[src/cap_sense_pkg.sv]
// Constants for the capacitive touch sense control block.
// Assumes a 32-bit AXI4-Lite register bus on one 100 MHz clock.
package cap_sense_pkg;

  // ==========================================================================
  // Register byte offsets
  localparam logic [7:0] SENSE_CONTROL_0_OFFSET = 8'h00;
  localparam logic [7:0] SENSE_CONTROL_1_OFFSET = 8'h04;
  localparam logic [7:0] TIMER_A_CONTROL_OFFSET = 8'h08;
  localparam logic [7:0] TIMER_A_COUNT_OFFSET = 8'h0c;
  localparam logic [7:0] TIMER_B_CONTROL_OFFSET = 8'h10;
  localparam logic [7:0] TIMER_B_COUNT_OFFSET = 8'h14;

  // ==========================================================================
  // Field positions, sense_control_0
  localparam int MODULE_ENABLE_BIT = 7;
  localparam int REFERENCE_MODE_BIT = 6;
  localparam int CURRENT_RANGE_LSB = 2;
  localparam int DRIVE_STATUS_BIT = 1;
  localparam int TIMER_A_EXT_SELECT_BIT = 0;
  // Timer A control
  localparam int TIMER_A_SOURCE_BIT = 0;
  localparam int TIMER_A_OVERFLOW_BIT = 1;
  // Timer B control
  localparam int TIMER_B_SOURCE_LSB = 6;
  localparam int TIMER_B_GATE_ENABLE_BIT = 2;
  localparam int TIMER_B_ON_BIT = 0;

  // ==========================================================================
  // Codes and widths
  localparam logic [1:0] RANGE_OFF_OR_NOISE = 2'h0;
  localparam logic [1:0] RANGE_LOW = 2'h1;
  localparam logic [1:0] RANGE_MEDIUM = 2'h2;
  localparam logic [1:0] RANGE_HIGH = 2'h3;
  localparam logic [3:0] LAST_CHANNEL = 4'hb;
  localparam int CHANNEL_COUNT = 12;
  localparam logic [1:0] TIMER_B_SRC_QUARTER = 2'h0;
  localparam logic [1:0] TIMER_B_SRC_SYSTEM = 2'h1;
  localparam logic [1:0] TIMER_B_SRC_PIN = 2'h2;
  localparam logic [1:0] TIMER_B_SRC_OSCILLATOR = 2'h3;
  localparam logic [1:0] PRESCALE_LAST = 2'h3;
  localparam int TIMER_A_WIDTH = 8;
  localparam int TIMER_B_WIDTH = 16;
  localparam logic [1:0] RESP_OKAY = 2'h0;
  localparam logic [1:0] RESP_SLVERR = 2'h2;

  // ==========================================================================
  // Reset values
  localparam logic [31:0] REGISTER_RESET = 32'h0000_0000;

endpackage : cap_sense_pkg

[src/cap_sense_control.sv]
// Control for a capacitive touch sense oscillator, its channel mux and two timers.
// Assumes the analog oscillator comparator, timer pin and gate arrive asynchronously.
//
// Operation
// - Reference mode bit picks variable or fixed thresholds
// - Range codes 01/10/11 give low/medium/high current
// - Variable range code 00 is noise detection
// - Fixed range code 00 turns oscillator off
// - Enabled module connects oscillator to selected pin
// - Channels 0-11 valid; reserved or disabled select none
// - Enable bit switches oscillator, drive and channel select on/off; timers and reference selection ignore it
// - Read-only status shows source or sink
// - Status one when sourcing, zero when sinking
// - Fixed: ground/supply; variable: DAC low, FIXED_VOLTAGE_REFERENCE high
// - Timer A ext select makes oscillator its clock when the source bit is set
// - Timer B source 11 makes oscillator its clock
// - Timer B off, free running, or gated
module cap_sense_control (
  input wire logic clock,
  input wire logic reset,
  input wire logic [31:0] awaddr,
  input wire logic awvalid,
  output logic awready,
  input wire logic [31:0] wdata,
  input wire logic [3:0] wstrb,
  input wire logic wvalid,
  output logic wready,
  output logic [1:0] bresp,
  output logic bvalid,
  input wire logic bready,
  input wire logic [31:0] araddr,
  input wire logic arvalid,
  output logic arready,
  output logic [31:0] rdata,
  output logic [1:0] rresp,
  output logic rvalid,
  input wire logic rready,
  input wire logic oscillatorComparator,
  input wire logic timerPin,
  input wire logic timerBGate,
  output logic oscillatorOn,
  output logic noiseDetect,
  output logic driveLow,
  output logic driveMedium,
  output logic driveHigh,
  output logic lowRefFromDac,
  output logic highRefFromFvr,
  output logic [11:0] channelSelect,
  output logic timerAOscClock,
  output logic timerBOscClock,
  output logic timerBRunning
);

  typedef struct packed {
    logic awReady;
    logic wReady;
    logic arReady;
    logic awHave;
    logic [7:0] awAddr;
    logic wHave;
    logic [31:0] wData;
    logic [3:0] wStrb;
    logic bValid;
    logic [1:0] bResp;
    logic rValid;
    logic [31:0] rData;
    logic [1:0] rResp;
    logic enable;
    logic refVariable;
    logic [1:0] range;
    logic aExtSelect;
    logic [3:0] channel;
    logic aSource;
    logic aOverflow;
    logic [cap_sense_pkg::TIMER_A_WIDTH-1:0] aCount;
    logic [1:0] bSource;
    logic bOn;
    logic bGateEnable;
    logic [cap_sense_pkg::TIMER_B_WIDTH-1:0] bCount;
    logic [1:0] prescale;
    logic oscPrev;
    logic pinPrev;
    logic status;
    logic oscOn;
    logic noise;
    logic [2:0] drive;
    logic lowDac;
    logic highFvr;
    logic [11:0] chanSel;
    logic aOscClock;
    logic bOscClock;
    logic bRunning;
  } state_t;

  state_t s_q;
  state_t s_d;
  logic [2:0] syncOut;
  logic oscSync;
  logic pinSync;
  logic gateSync;
  logic oscRise;
  logic pinRise;
  logic quarterTick;
  logic doWrite;
  logic writeMapped;
  logic aInc;
  logic bInc;
  logic wrTimerB;

  // ==========================================================================
  // Asynchronous inputs
  // Oscillator may run far from the bus clock; edges are counted after sync
  sync_two_flop #(.WIDTH(3)) inputSync (
    .clock(clock),
    .reset(reset),
    .async({oscillatorComparator, timerPin, timerBGate}),
    .synced(syncOut)
  );

  assign oscSync = syncOut[2];
  assign pinSync = syncOut[1];
  assign gateSync = syncOut[0];
  assign oscRise = oscSync & ~s_q.oscPrev;
  assign pinRise = pinSync & ~s_q.pinPrev;
  assign quarterTick = s_q.prescale == cap_sense_pkg::PRESCALE_LAST;

  // ==========================================================================
  // Helpers
  function automatic logic [31:0] merge(input logic [31:0] old, input logic [31:0] data,
                                         input logic [3:0] strb);
    logic [31:0] result;
    result = old;
    for (int i = 0; i < 4; i++) begin
      if (strb[i]) begin
        result[i*8 +: 8] = data[i*8 +: 8];
      end
    end
    return result;
  endfunction : merge

  function automatic logic mapped(input logic [7:0] addr);
    return addr[7:2] <= cap_sense_pkg::TIMER_B_COUNT_OFFSET[7:2];
  endfunction : mapped

  function automatic logic [31:0] readValue(input state_t s, input logic [7:0] addr);
    logic [31:0] v;
    v = '0;
    case ({addr[7:2], 2'h0})
      cap_sense_pkg::SENSE_CONTROL_0_OFFSET: begin
        v[cap_sense_pkg::MODULE_ENABLE_BIT] = s.enable;
        v[cap_sense_pkg::REFERENCE_MODE_BIT] = s.refVariable;
        v[cap_sense_pkg::CURRENT_RANGE_LSB +: 2] = s.range;
        v[cap_sense_pkg::DRIVE_STATUS_BIT] = s.status;
        v[cap_sense_pkg::TIMER_A_EXT_SELECT_BIT] = s.aExtSelect;
      end
      cap_sense_pkg::SENSE_CONTROL_1_OFFSET: v[3:0] = s.channel;
      cap_sense_pkg::TIMER_A_CONTROL_OFFSET: begin
        v[cap_sense_pkg::TIMER_A_SOURCE_BIT] = s.aSource;
        v[cap_sense_pkg::TIMER_A_OVERFLOW_BIT] = s.aOverflow;
      end
      cap_sense_pkg::TIMER_A_COUNT_OFFSET: v[cap_sense_pkg::TIMER_A_WIDTH-1:0] = s.aCount;
      cap_sense_pkg::TIMER_B_CONTROL_OFFSET: begin
        v[cap_sense_pkg::TIMER_B_SOURCE_LSB +: 2] = s.bSource;
        v[cap_sense_pkg::TIMER_B_GATE_ENABLE_BIT] = s.bGateEnable;
        v[cap_sense_pkg::TIMER_B_ON_BIT] = s.bOn;
      end
      cap_sense_pkg::TIMER_B_COUNT_OFFSET: v[cap_sense_pkg::TIMER_B_WIDTH-1:0] = s.bCount;
      default: v = '0;
    endcase
    return v;
  endfunction : readValue

  assign doWrite = s_q.awHave & s_q.wHave & ~s_q.bValid;
  assign writeMapped = doWrite & mapped(s_q.awAddr);
  assign wrTimerB = writeMapped &
    ({s_q.awAddr[7:2], 2'h0} == cap_sense_pkg::TIMER_B_COUNT_OFFSET);

  // ==========================================================================
  // Timer clocking
  always_comb begin
    if (s_q.aSource) begin
      aInc = s_q.aExtSelect ? oscRise : pinRise;
    end else begin
      aInc = quarterTick;
    end
    case (s_q.bSource)
      cap_sense_pkg::TIMER_B_SRC_QUARTER: bInc = quarterTick;
      cap_sense_pkg::TIMER_B_SRC_SYSTEM: bInc = 1'b1;
      cap_sense_pkg::TIMER_B_SRC_PIN: bInc = pinRise;
      default: bInc = oscRise;
    endcase
    bInc = bInc & s_q.bOn & (~s_q.bGateEnable | gateSync);
  end

  // ==========================================================================
  // Next state
  always_comb begin
    logic [31:0] merged;
    logic aSet;
    merged = '0;
    aSet = 1'b0;
    s_d = s_q;
    s_d.prescale = s_q.prescale + 2'h1;
    s_d.oscPrev = oscSync;
    s_d.pinPrev = pinSync;

    if (awvalid && s_q.awReady) begin
      s_d.awHave = 1'b1;
      s_d.awAddr = awaddr[7:0];
    end
    if (wvalid && s_q.wReady) begin
      s_d.wHave = 1'b1;
      s_d.wData = wdata;
      s_d.wStrb = wstrb;
    end
    if (s_q.bValid && bready) begin
      s_d.bValid = 1'b0;
    end
    if (doWrite) begin
      s_d.awHave = 1'b0;
      s_d.wHave = 1'b0;
      s_d.bValid = 1'b1;
      s_d.bResp = mapped(s_q.awAddr) ? cap_sense_pkg::RESP_OKAY : cap_sense_pkg::RESP_SLVERR;
    end

    if (s_q.rValid && rready) begin
      s_d.rValid = 1'b0;
    end
    if (arvalid && s_q.arReady) begin
      s_d.rValid = 1'b1;
      s_d.rData = readValue(s_q, araddr[7:0]);
      s_d.rResp = mapped(araddr[7:0]) ? cap_sense_pkg::RESP_OKAY : cap_sense_pkg::RESP_SLVERR;
    end

    aSet = aInc && (s_q.aCount == '1);
    if (aInc) begin
      s_d.aCount = s_q.aCount + 1'b1;
    end
    if (bInc) begin
      s_d.bCount = s_q.bCount + 1'b1;
    end

    // Software writes beat a same-cycle count, but a set of the overflow flag wins
    if (writeMapped) begin
      merged = merge(readValue(s_q, s_q.awAddr), s_q.wData, s_q.wStrb);
      case ({s_q.awAddr[7:2], 2'h0})
        cap_sense_pkg::SENSE_CONTROL_0_OFFSET: begin
          s_d.enable = merged[cap_sense_pkg::MODULE_ENABLE_BIT];
          s_d.refVariable = merged[cap_sense_pkg::REFERENCE_MODE_BIT];
          s_d.range = merged[cap_sense_pkg::CURRENT_RANGE_LSB +: 2];
          s_d.aExtSelect = merged[cap_sense_pkg::TIMER_A_EXT_SELECT_BIT];
        end
        cap_sense_pkg::SENSE_CONTROL_1_OFFSET: s_d.channel = merged[3:0];
        cap_sense_pkg::TIMER_A_CONTROL_OFFSET: begin
          s_d.aSource = merged[cap_sense_pkg::TIMER_A_SOURCE_BIT];
          if (s_q.wStrb[0] && s_q.wData[cap_sense_pkg::TIMER_A_OVERFLOW_BIT]) begin
            s_d.aOverflow = 1'b0;
          end
        end
        cap_sense_pkg::TIMER_A_COUNT_OFFSET:
          s_d.aCount = merged[cap_sense_pkg::TIMER_A_WIDTH-1:0];
        cap_sense_pkg::TIMER_B_CONTROL_OFFSET: begin
          s_d.bSource = merged[cap_sense_pkg::TIMER_B_SOURCE_LSB +: 2];
          s_d.bGateEnable = merged[cap_sense_pkg::TIMER_B_GATE_ENABLE_BIT];
          s_d.bOn = merged[cap_sense_pkg::TIMER_B_ON_BIT];
        end
        cap_sense_pkg::TIMER_B_COUNT_OFFSET:
          s_d.bCount = merged[cap_sense_pkg::TIMER_B_WIDTH-1:0];
        default: s_d.bCount = s_d.bCount;
      endcase
    end
    if (aSet) begin
      s_d.aOverflow = 1'b1;
    end

    // Analog controls follow the registered settings one cycle later
    s_d.oscOn = s_q.enable && (s_q.refVariable || s_q.range != cap_sense_pkg::RANGE_OFF_OR_NOISE);
    s_d.noise = s_q.enable && s_q.refVariable &&
      s_q.range == cap_sense_pkg::RANGE_OFF_OR_NOISE;
    s_d.drive[0] = s_q.enable && s_q.range == cap_sense_pkg::RANGE_LOW;
    s_d.drive[1] = s_q.enable && s_q.range == cap_sense_pkg::RANGE_MEDIUM;
    s_d.drive[2] = s_q.enable && s_q.range == cap_sense_pkg::RANGE_HIGH;
    s_d.lowDac = s_q.refVariable;
    s_d.highFvr = s_q.refVariable;
    s_d.status = s_q.oscOn && !s_q.noise && oscSync;
    s_d.chanSel = '0;
    if (s_q.enable && s_q.channel <= cap_sense_pkg::LAST_CHANNEL) begin
      s_d.chanSel[s_q.channel] = 1'b1;
    end
    s_d.aOscClock = s_q.aSource && s_q.aExtSelect;
    s_d.bOscClock = s_q.bSource == cap_sense_pkg::TIMER_B_SRC_OSCILLATOR;
    s_d.bRunning = s_q.bOn;

    s_d.awReady = !s_d.awHave && !s_d.bValid;
    s_d.wReady = !s_d.wHave && !s_d.bValid;
    s_d.arReady = !s_d.rValid;
  end

  always_ff @(posedge clock) begin
    if (reset) begin
      s_q <= '0;
    end else begin
      s_q <= s_d;
    end
  end

  // ==========================================================================
  // Outputs
  assign awready = s_q.awReady;
  assign wready = s_q.wReady;
  assign arready = s_q.arReady;
  assign bvalid = s_q.bValid;
  assign bresp = s_q.bResp;
  assign rvalid = s_q.rValid;
  assign rdata = s_q.rData;
  assign rresp = s_q.rResp;
  assign oscillatorOn = s_q.oscOn;
  assign noiseDetect = s_q.noise;
  assign driveLow = s_q.drive[0];
  assign driveMedium = s_q.drive[1];
  assign driveHigh = s_q.drive[2];
  assign lowRefFromDac = s_q.lowDac;
  assign highRefFromFvr = s_q.highFvr;
  assign channelSelect = s_q.chanSel;
  assign timerAOscClock = s_q.aOscClock;
  assign timerBOscClock = s_q.bOscClock;
  assign timerBRunning = s_q.bRunning;

  // ==========================================================================
  // Checks
  a_ref_select: assert property (@(posedge clock) disable iff (reset)
    ##1 (lowRefFromDac == $past(s_q.refVariable)) && (highRefFromFvr == lowRefFromDac))
    else $error("reference source does not follow mode bit");
  a_drive_medium: assert property (@(posedge clock) disable iff (reset)
    s_q.enable && s_q.range == 2'h2 |=> driveMedium && !driveLow && !driveHigh)
    else $error("medium range did not select medium drive");
  a_noise_mode: assert property (@(posedge clock) disable iff (reset)
    s_q.enable && s_q.refVariable && s_q.range == 2'h0 |=> noiseDetect && oscillatorOn
      && !driveLow && !driveMedium && !driveHigh)
    else $error("noise detection mode wrong");
  a_fixed_off: assert property (@(posedge clock) disable iff (reset)
    !s_q.refVariable && s_q.range == 2'h0 |=> !oscillatorOn && !noiseDetect)
    else $error("fixed range code zero left oscillator on");
  a_chan_select: assert property (@(posedge clock) disable iff (reset)
    s_q.enable && s_q.channel <= 4'hb |=> $onehot(channelSelect)
      && channelSelect[$past(s_q.channel)])
    else $error("valid channel not selected");
  a_chan_none: assert property (@(posedge clock) disable iff (reset)
    !s_q.enable || s_q.channel > 4'hb |=> channelSelect == 12'h000)
    else $error("channel selected while disabled or reserved");
  a_status_off: assert property (@(posedge clock) disable iff (reset)
    !s_q.oscOn |=> !s_q.status)
    else $error("drive status set while oscillator off");
  a_b_stopped: assert property (@(posedge clock) disable iff (reset)
    !s_q.bOn && !wrTimerB |=> s_q.bCount == $past(s_q.bCount))
    else $error("timer B counted while off");
  a_b_osc_count: assert property (@(posedge clock) disable iff (reset)
    s_q.bOn && !s_q.bGateEnable && s_q.bSource == 2'h3 && oscRise && !wrTimerB
      |=> s_q.bCount == $past(s_q.bCount) + 16'h0001)
    else $error("timer B missed an oscillator edge");
  a_a_osc_count: assert property (@(posedge clock) disable iff (reset)
    s_q.aSource && s_q.aExtSelect && !oscRise && !writeMapped
      |=> s_q.aCount == $past(s_q.aCount))
    else $error("timer A counted without an oscillator edge");

endmodule : cap_sense_control

[src/sync_two_flop.sv]
// Two-flop synchroniser for a bundle of independent levels.
// Assumes each bit is a slow level or a clock far below the system clock.
module sync_two_flop #(
  parameter int WIDTH = 1
) (
  input wire logic clock,
  input wire logic reset,
  input wire logic [WIDTH-1:0] async,
  output logic [WIDTH-1:0] synced
);

  logic [WIDTH-1:0] meta_q;

  always_ff @(posedge clock) begin
    if (reset) begin
      meta_q <= '0;
      synced <= '0;
    end else begin
      meta_q <= async;
      synced <= meta_q;
    end
  end

endmodule : sync_two_flop

[config.mk]
export PLATFORM = sky130hd
export DESIGN_NAME = cap_sense_control
export DESIGN_NICKNAME = d
export VERILOG_FILES = /design/src/cap_sense_pkg.sv /design/src/cap_sense_control.sv /design/src/sync_two_flop.sv
export SDC_FILE = /design/constraint.sdc
export NUM_CORES = 1
export LEC_CHECK = 0
export ABC_CLOCK_PERIOD_IN_PS = 2300
export BUFFER_PORTS_ARGS = -buffer_cell sky130_fd_sc_hd__clkbuf_2
export CAP_MARGIN = 20
export CORE_UTILIZATION = 52
export DETAILED_ROUTE_END_ITERATION = 12
export GPL_ROUTABILITY_DRIVEN = 0
export PLACE_DENSITY = 0.81
export SKIP_CTS_REPAIR_TIMING = 1
export SYNTH_ARGS = -nofsm -noshare
export SYNTH_HDL_FRONTEND = slang
export SYNTH_HIERARCHICAL = 1
export SYNTH_SLANG_ARGS = --single-unit
[constraint.sdc]
create_clock -name clock -period 2.3 [get_ports clock]
set_input_delay 0.115 -clock clock [delete_from_list [all_inputs] [get_ports clock]]
set_output_delay 0.115 -clock clock [all_outputs]
set_load 0.01 [all_outputs]
==> metrics.md, run 1 <==
| Metric | Value |
|---|---|
| Ratio of cells with drive above 1 in the final layout | 20.6% |
| Sequential fraction of the synthesis area | 41.9% |
| Clk Latency, worst-skew pair | 0.53 ns |
| H-tree depth | 4 |
| CP max stage cell | or4_4 |
| N_diodes | 0 |
| Tot GR Track Use | 26.9% |
| Pin count of the biggest net entering global routing | 80 |
| RSZ-0062 raised after global routing | no |
| Top cells by area, synth | dfxtp_1, buf_4, nand2_1 |
| Total Power | 0.00556 W |
| Fin Setup TNS | 0 ns |
| Seq cells post-synth | 120 |
| Slew Viols, Final | 0 |
| Io pins | 173 |
| Pwr Density | 781 mW/mm² |
| Core Region | 0.0105 mm² |
| Yosys Warn Count | 6 |
| Mapped cell area | 0.00573 mm² |
| Async S/R FF share, synth | 0% |
| DRC errors left | 0 |
| Worst R2R End | s_q[42]$_SDFFE_PP0P_ |
| CP peak stage delay | 0.57 ns |
| CTS Root Cell | clkbuf_8 |
| Clock buffer depth | 2 |
| GR Overflow Total | 0 |
| First-pass iteration count of the detailed router | 7 |
| FP Rows | 37 |
| Starting density of the core | 54.5% |
| Hold Path Class | in2reg |
| Final Hold Viols | 1 |
| Critical Path RT | 2.73 ns |
| Clock sink count | 120 |
| Average size of a mapped cell | 8.41 µm² |
| HPWL reported at the end of detailed placement | 10,000 µm |
| Relative slew slack | 44.2% |
| Total CTS buffers | 17 |
| Number of vias per cell | 5.97 |
| Crit path DAT | 2.61 ns |
| CP Capture Type | flop |
| Startpoint Class | flop |
| Origin of the critical flop-to-flop path | s_q[25]$_SDFF_PP0_ |
| Max Cap Violations | 0 |
| Starting DRT DRC Count | 569 |
| Pin slew with the least headroom to its limit | 0.829 ns |
| Flop2flop setup slack | 0.11 ns |
| Crit Path Category | reg2reg |
| CP cell instances | ha_1 -> or3_1 -> nand3_1 -> or4_4 -> or3_1 -> a311oi_2 |
| Final instance area | 0.00711 mm² |
| Crit Path Max Fanout | 5 |
| Ys flop type | dfxtp_1 |
| Synth cell types | 61 |
| Chip Height | 107 µm |
| DRT antenna net count | 0 |
| Cell mode on critical path | or3_1 |
| First-pass GRT wire length | 23,700 µm |
| Setup Viol. Count Final | 0 |
| Status | finished with violations |
| Syn Inst Count | 681 |
| Hold_sp | reset |
| Via count | 5,498 |
| Fin crit period | 2.19 ns |
| Die X | 107 µm |
| CTS tree | yes |
| Worst r2r path cells | 6 |
| Layout fillers | 766 |
| DP Area | 0.00606 mm² |
| Vias in the first global route | 4,866 |
| WL/cell | 17.5 µm |
| Antenna violations before repair | 0 |
| Skew final | 0.0129 ns |
| Die area | 0.0114 mm² |
| I/O Buffers | 84 |
| Area Overhead vs Synth | 24.2% |
| Leakage | 2.77 nW |
| Worst Hold End | s_q[59]$_SDFFE_PP0P_ |
| Hold WS | -0.00852 ns |
| Max Clock Freq | 458 MHz |
| Final net count | 885 |
| Post-synth EDFFs | 0 |
| Failing checks | hold timing |
| Share of the synthesized area in the top cell type | 41.9% |
| Post-Layout Cell Count | 921 |
| Area leader, netlist | dfxtp_1 |
| Peak supply drop | 417 µV |
| Clock transition at path regs | 0.06 ns |
| Hold Path Depth | 2 |
| Crit share post-route | 95.0% |
| Placed Cells | 852 |
| Post-Route WL | 16,100 µm |
## stage by stage
step	hold slack, ns	setup slack, ns	utilization [%]
finish	-0.00852	0.115	67.7
detailed placement	0.330	0.160	57.7
CTS	-0.214	0.00180	64.1
global placement	0.327	0.181	57.7
floorplan	0.187	0.244	-
global route	0.00711	0.0322	67.7
## flip-flops by register name, summed over array words and instances, names as in the netlist, 2 cells and up
name              count
s_d                   2
inputSync/meta_q      3
channelSelect        12
s_q                  68
rdata                16
inputSync/synced      3
## worst max-delay path, delay by kind of cell (launching register included)
| family | cells | cell delay (ns) |
|---|---|---|
| AOI/OAI and AO/OA | 1 | 0.28 |
| and+or+nand+nor | 4 | 1.29 |
| DFF | 1 | 0.34 |
| adders and majority gates | 1 | 0.18 |
## synthesized netlist by cell type (all sizes together), types with 2 or more instances
master   number
or3          10
inv           7
xnor2         4
a221oi        8
xor2          7
dfxtp       120
o31a          3
buf          54
mux4          3
or4           4
a22oi         5
mux2i         9
nand3b        3
nor2         57
a311oi        6
nand3        31
nor4         12
nand4         8
nor3         19
a31oi         7
and3b         3
a21oi        54
o21ai        19
a2111oi       2
a22o          3
nand2b        5
o211a         2
and3         13
ha            3
nand2        76
nor2b        19
a211oi       24
clkbuf       40
and2          3
o311ai        2
and4          4
mux2          5
nor3b         9
## cell families after synthesis
| family | after synthesis | synth area share, % |
|---|---|---|
| AO/OA/AOI/OAI | 147 | 17.1 |
| XOR/XNOR | 11 | 1.68 |
| adder cells (fa/ha/maj) | 3 | 0.656 |
| buffers and inverters | 101 | 9.88 |
| flip-flops | 120 | 41.9 |
| multiplexers | 17 | 3.74 |
| other | 1 | 0.0655 |
| AND/OR/NAND/NOR | 281 | 24.9 |
## worst max path at each step
stage	cells after the start	startpoint	slack [ns]	endpoint
after floorplan	5	s_q[45]$_SDFFE_PP0P_	0.24	s_q[42]$_SDFFE_PP0P_
after global placement	4	s_q[45]$_SDFFE_PP0P_	0.18	s_q[42]$_SDFFE_PP0P_
after detailed placement	4	s_q[45]$_SDFFE_PP0P_	0.16	s_q[42]$_SDFFE_PP0P_
after CTS	4	s_q[45]$_SDFFE_PP0P_	0.002	s_q[42]$_SDFFE_PP0P_
after global routing	5	s_q[145]$_SDFFE_PP0P_	0.03	s_q[32]$_SDFF_PP0_
final	6	s_q[25]$_SDFF_PP0_	0.11	s_q[42]$_SDFFE_PP0P_
## placed cells by master (no fill, tap or decap), types with 4 or more instances in the layout
cell and instances:
clkbuf_2 83, dlygate4sd3_1 37, nor3_1 17, nor2b_1 19
or3_1 10, and3_1 13, a221oi_1 8, conb_1 18
and4_1 4, mux2i_1 9, nor2_1 57, a31oi_1 6
inv_1 7, o21ai_0 19, mux2_2 5, nand2_1 76
nand2b_1 5, xor2_1 7, a21oi_1 54, nor4_1 12
nand4_1 8, bufinv_16 6, a22oi_1 5, clkbuf_16 16
nand3_1 31, buf_4 27, a311oi_1 5, dfxtp_1 119
nor3b_1 8, xnor2_1 4, a211oi_1 24
## per-layer routing
layer / GRT usage (%) / vias to the layer above / wire length (µm)
met5: 0 / - / 0
met4: 12.2 / 0 / 509
met3: 6.69 / 59 / 1280
met2: 43.4 / 309 / 7670
met1: 33.8 / 2553 / 6690
li1: - / 2577 / -
## area by class of cell
type	instances	area, µm²	share of cell area (%)
Clock inverter	12	221	3.11
Inverter	7	26.3	0.369
Sequential cell	120	2400	33.8
Clock buffer	20	445	6.26
Timing Repair Buffer	149	1010	14.2
Multi-Input combinational cell	477	2830	39.8
Tap cell	136	170	2.39
## power breakdown
part / internal [W] / total [W] / switching [W]
clock: 0.00203 / 0.00299 / 0.000960
combinational: 0.000161 / 0.000376 / 0.000215
sequential: 0.00213 / 0.00219 / 0.0000560
Power figures use the tool's default switching activity.
==> run 2, diff against run 1 <==
--- a/config.mk
+++ b/config.mk
@@ -5,13 +5,13 @@
 export SDC_FILE = /design/constraint.sdc
 export NUM_CORES = 1
 export LEC_CHECK = 0
-export ABC_CLOCK_PERIOD_IN_PS = 2300
+export ABC_CLOCK_PERIOD_IN_PS = 2600
 export BUFFER_PORTS_ARGS = -buffer_cell sky130_fd_sc_hd__clkbuf_2
 export CAP_MARGIN = 20
-export CORE_UTILIZATION = 52
+export CORE_UTILIZATION = 55
 export DETAILED_ROUTE_END_ITERATION = 12
 export GPL_ROUTABILITY_DRIVEN = 0
-export PLACE_DENSITY = 0.81
+export PLACE_DENSITY = 0.85
 export SKIP_CTS_REPAIR_TIMING = 1
 export SYNTH_ARGS = -nofsm -noshare
 export SYNTH_HDL_FRONTEND = slang
==> constraint.sdc (replaced) <==
create_clock -name clock -period 2.6 [get_ports clock]
set_input_delay 0.13 -clock clock [delete_from_list [all_inputs] [get_ports clock]]
set_output_delay 0.13 -clock clock [all_outputs]
set_load 0.01 [all_outputs]
==> run 2 against run 1 <==
Total power shrank 15%. Clock-buffer cell count grew 5. Combinational power shrank 13%. Worst hold slack gained 0.012 ns. Via count shrank 1.1%. Sequential share of layout area grew 0.77 points. The run now ends clean.
==> metrics.md, run 2 (same netlist as run 1, synthesis figures left out) <==
| Metric | Value |
|---|---|
| Startpoint Class | flop |
| Most frequent cells in the layout | dfxtp_1, clkbuf_2, nand2_1 |
| H-tree depth | 4 |
| Layout fillers | 718 |
| Crit share post-route | 88.5% |
| Core Region | 0.00995 mm² |
| Final Hold Viols | 0 |
| Pin count of the biggest net entering global routing | 86 |
| Worst r2r path cells | 5 |
| CTS tree | yes |
| Crit Path Max Fanout | 8 |
| Sequential Power Share | 40.9% |
| Number of vias per cell | 6.02 |
| Worst Hold End | s_q[145]$_SDFFE_PP0P_ |
| FP Rows | 36 |
| Die X | 104 µm |
| Max Cap Violations | 0 |
| Int Pwr | 0.00371 W |
| Starting DRT DRC Count | 567 |
| Hold Path Depth | 3 |
| WL/cell | 16.9 µm |
| Io pins | 173 |
| Hold_sp | awvalid |
| Skew final | 0.00737 ns |
| Total CTS buffers | 17 |
| Biggest register | s_q |
| Crit Path Category | reg2reg |
| Final net count | 870 |
| DRT antenna net count | 0 |
| Relative slew slack | 42.7% |
| First-pass iteration count of the detailed router | 5 |
| Power share of the combinational group | 7.0% |
| Clock sink count | 120 |
| Origin of the critical flop-to-flop path | s_q[30]$_SDFF_PP0_ |
| RSZ-0062 raised after global routing | no |
| Clock power frac | 52.1% |
| I/O Buffers | 84 |
| Hold Path Class | in2reg |
| First-pass GRT wire length | 23,600 µm |
| CTS Root Cell | clkbuf_8 |
| Die area | 0.0108 mm² |
| Starting density of the core | 57.5% |
| Fin crit period | 2.30 ns |
| Flop2flop setup slack | 0.30 ns |
| Tot GR Track Use | 27.4% |
| Status | complete, no violations |
| Peak supply drop | 356 µV |
| Total net switching power | 0.00102 W |
| Worst R2R End | s_q[40]$_SDFFE_PP0P_ |
| Critical Path RT | 3.03 ns |
| DRC errors left | 0 |
| Chip Height | 104 µm |
| Via count | 5,440 |
| Pin slew with the least headroom to its limit | 0.851 ns |
| GR Overflow Total | 0 |
| CP Capture Type | flop |
| Commonest non-fill, non-tap cell in the layout | dfxtp_1 |
| Post-Route WL | 15,300 µm |
| N_diodes | 0 |
| Clock buffer depth | 2 |
| Clock transition at path regs | 0.06 ns |
| Setup Viol. Count Final | 0 |
| Area Overhead vs Synth | 21.4% |
| Clk Latency, worst-skew pair | 0.52 ns |
| Vias in the first global route | 4,843 |
| Crit path DAT | 2.73 ns |
| Post-Layout Cell Count | 903 |
| Max Clock Freq | 435 MHz |
| Antenna violations before repair | 0 |
| Sw Ratio | 21.5% |
| HPWL reported at the end of detailed placement | 9730 µm |
| Ratio of cells with drive above 1 in the final layout | 18.4% |
| Placed Cells | 834 |
| Leakage | 2.68 nW |
| Max reg flops | 68 |
| Slew Viols, Final | 0 |
| Pwr Density | 680 mW/mm² |
| Fin Setup TNS | 0 ns |
run 2: power by group through the flow:
stage / sequential [W] / clock (W) / combinational [W]
global route: 0.00194 / 0.00259 / 0.000359
finish: 0.00193 / 0.00246 / 0.000328
detailed placement: 0.00197 / 0 / 0.000276
floorplan: 0.00195 / 0 / 0.000227
global placement: 0.00197 / 0 / 0.000265
CTS: 0.00193 / 0.00249 / 0.000278
run 2: metal layers:
layer  wire length [µm]  track usage, %  vias up
li1                   -               -     2539
met1               6170            34.4     2543
met2               7270            42.6      307
met3               1380            8.65       51
met4                454            13.1        0
met5                  0               0        -
run 2: through the flow:
stage	setup slack (ns)	power [W]	utilization, %	instance area [µm²]	hold slack [ns]
after detailed placement	0.360	0.00225	59.8	5950	0.346
after global routing	0.155	0.00489	69.8	6950	0.00980
after CTS	0.342	0.00470	66.1	6580	-0.206
final	0.300	0.00472	69.8	6950	0.00315
after floorplan	0.544	0.00218	-	5790	0.202
after global placement	0.385	0.00223	59.8	5950	0.342
run 2: layout make-up:
type	instances	area [µm²]	share of cell area [%]
tap	133	166	2.39
multi-input combinational	477	2820	40.6
inverter	7	26.3	0.378
clock buffer	25	494	7.11
clock inverter	7	138	1.98
timing repair buffer	134	901	13.0
sequential	120	2400	34.6
run 2: worst max-delay path by stage:
stage	slack (ns)	cells after the start	end	startpoint
6_report	0.30	5	s_q[40]$_SDFFE_PP0P_	s_q[30]$_SDFF_PP0_
5_1_grt	0.16	5	s_q[40]$_SDFFE_PP0P_	s_q[30]$_SDFF_PP0_
4_1_cts	0.34	5	s_q[40]$_SDFFE_PP0P_	s_q[45]$_SDFFE_PP0P_
3_5_place_dp	0.36	5	s_q[40]$_SDFFE_PP0P_	s_q[45]$_SDFFE_PP0P_
3_3_place_gp	0.38	5	s_q[42]$_SDFFE_PP0P_	s_q[30]$_SDFF_PP0_
2_1_floorplan	0.54	5	s_q[42]$_SDFFE_PP0P_	s_q[45]$_SDFFE_PP0P_
run 2: critical path, stage by stage (launching register included):
cell and delay, ns:
dfxtp_1 0.50, and4_1 0.29, nand3_1 0.13, or4_1 0.66
or3_1 0.38, a311oi_1 0.26
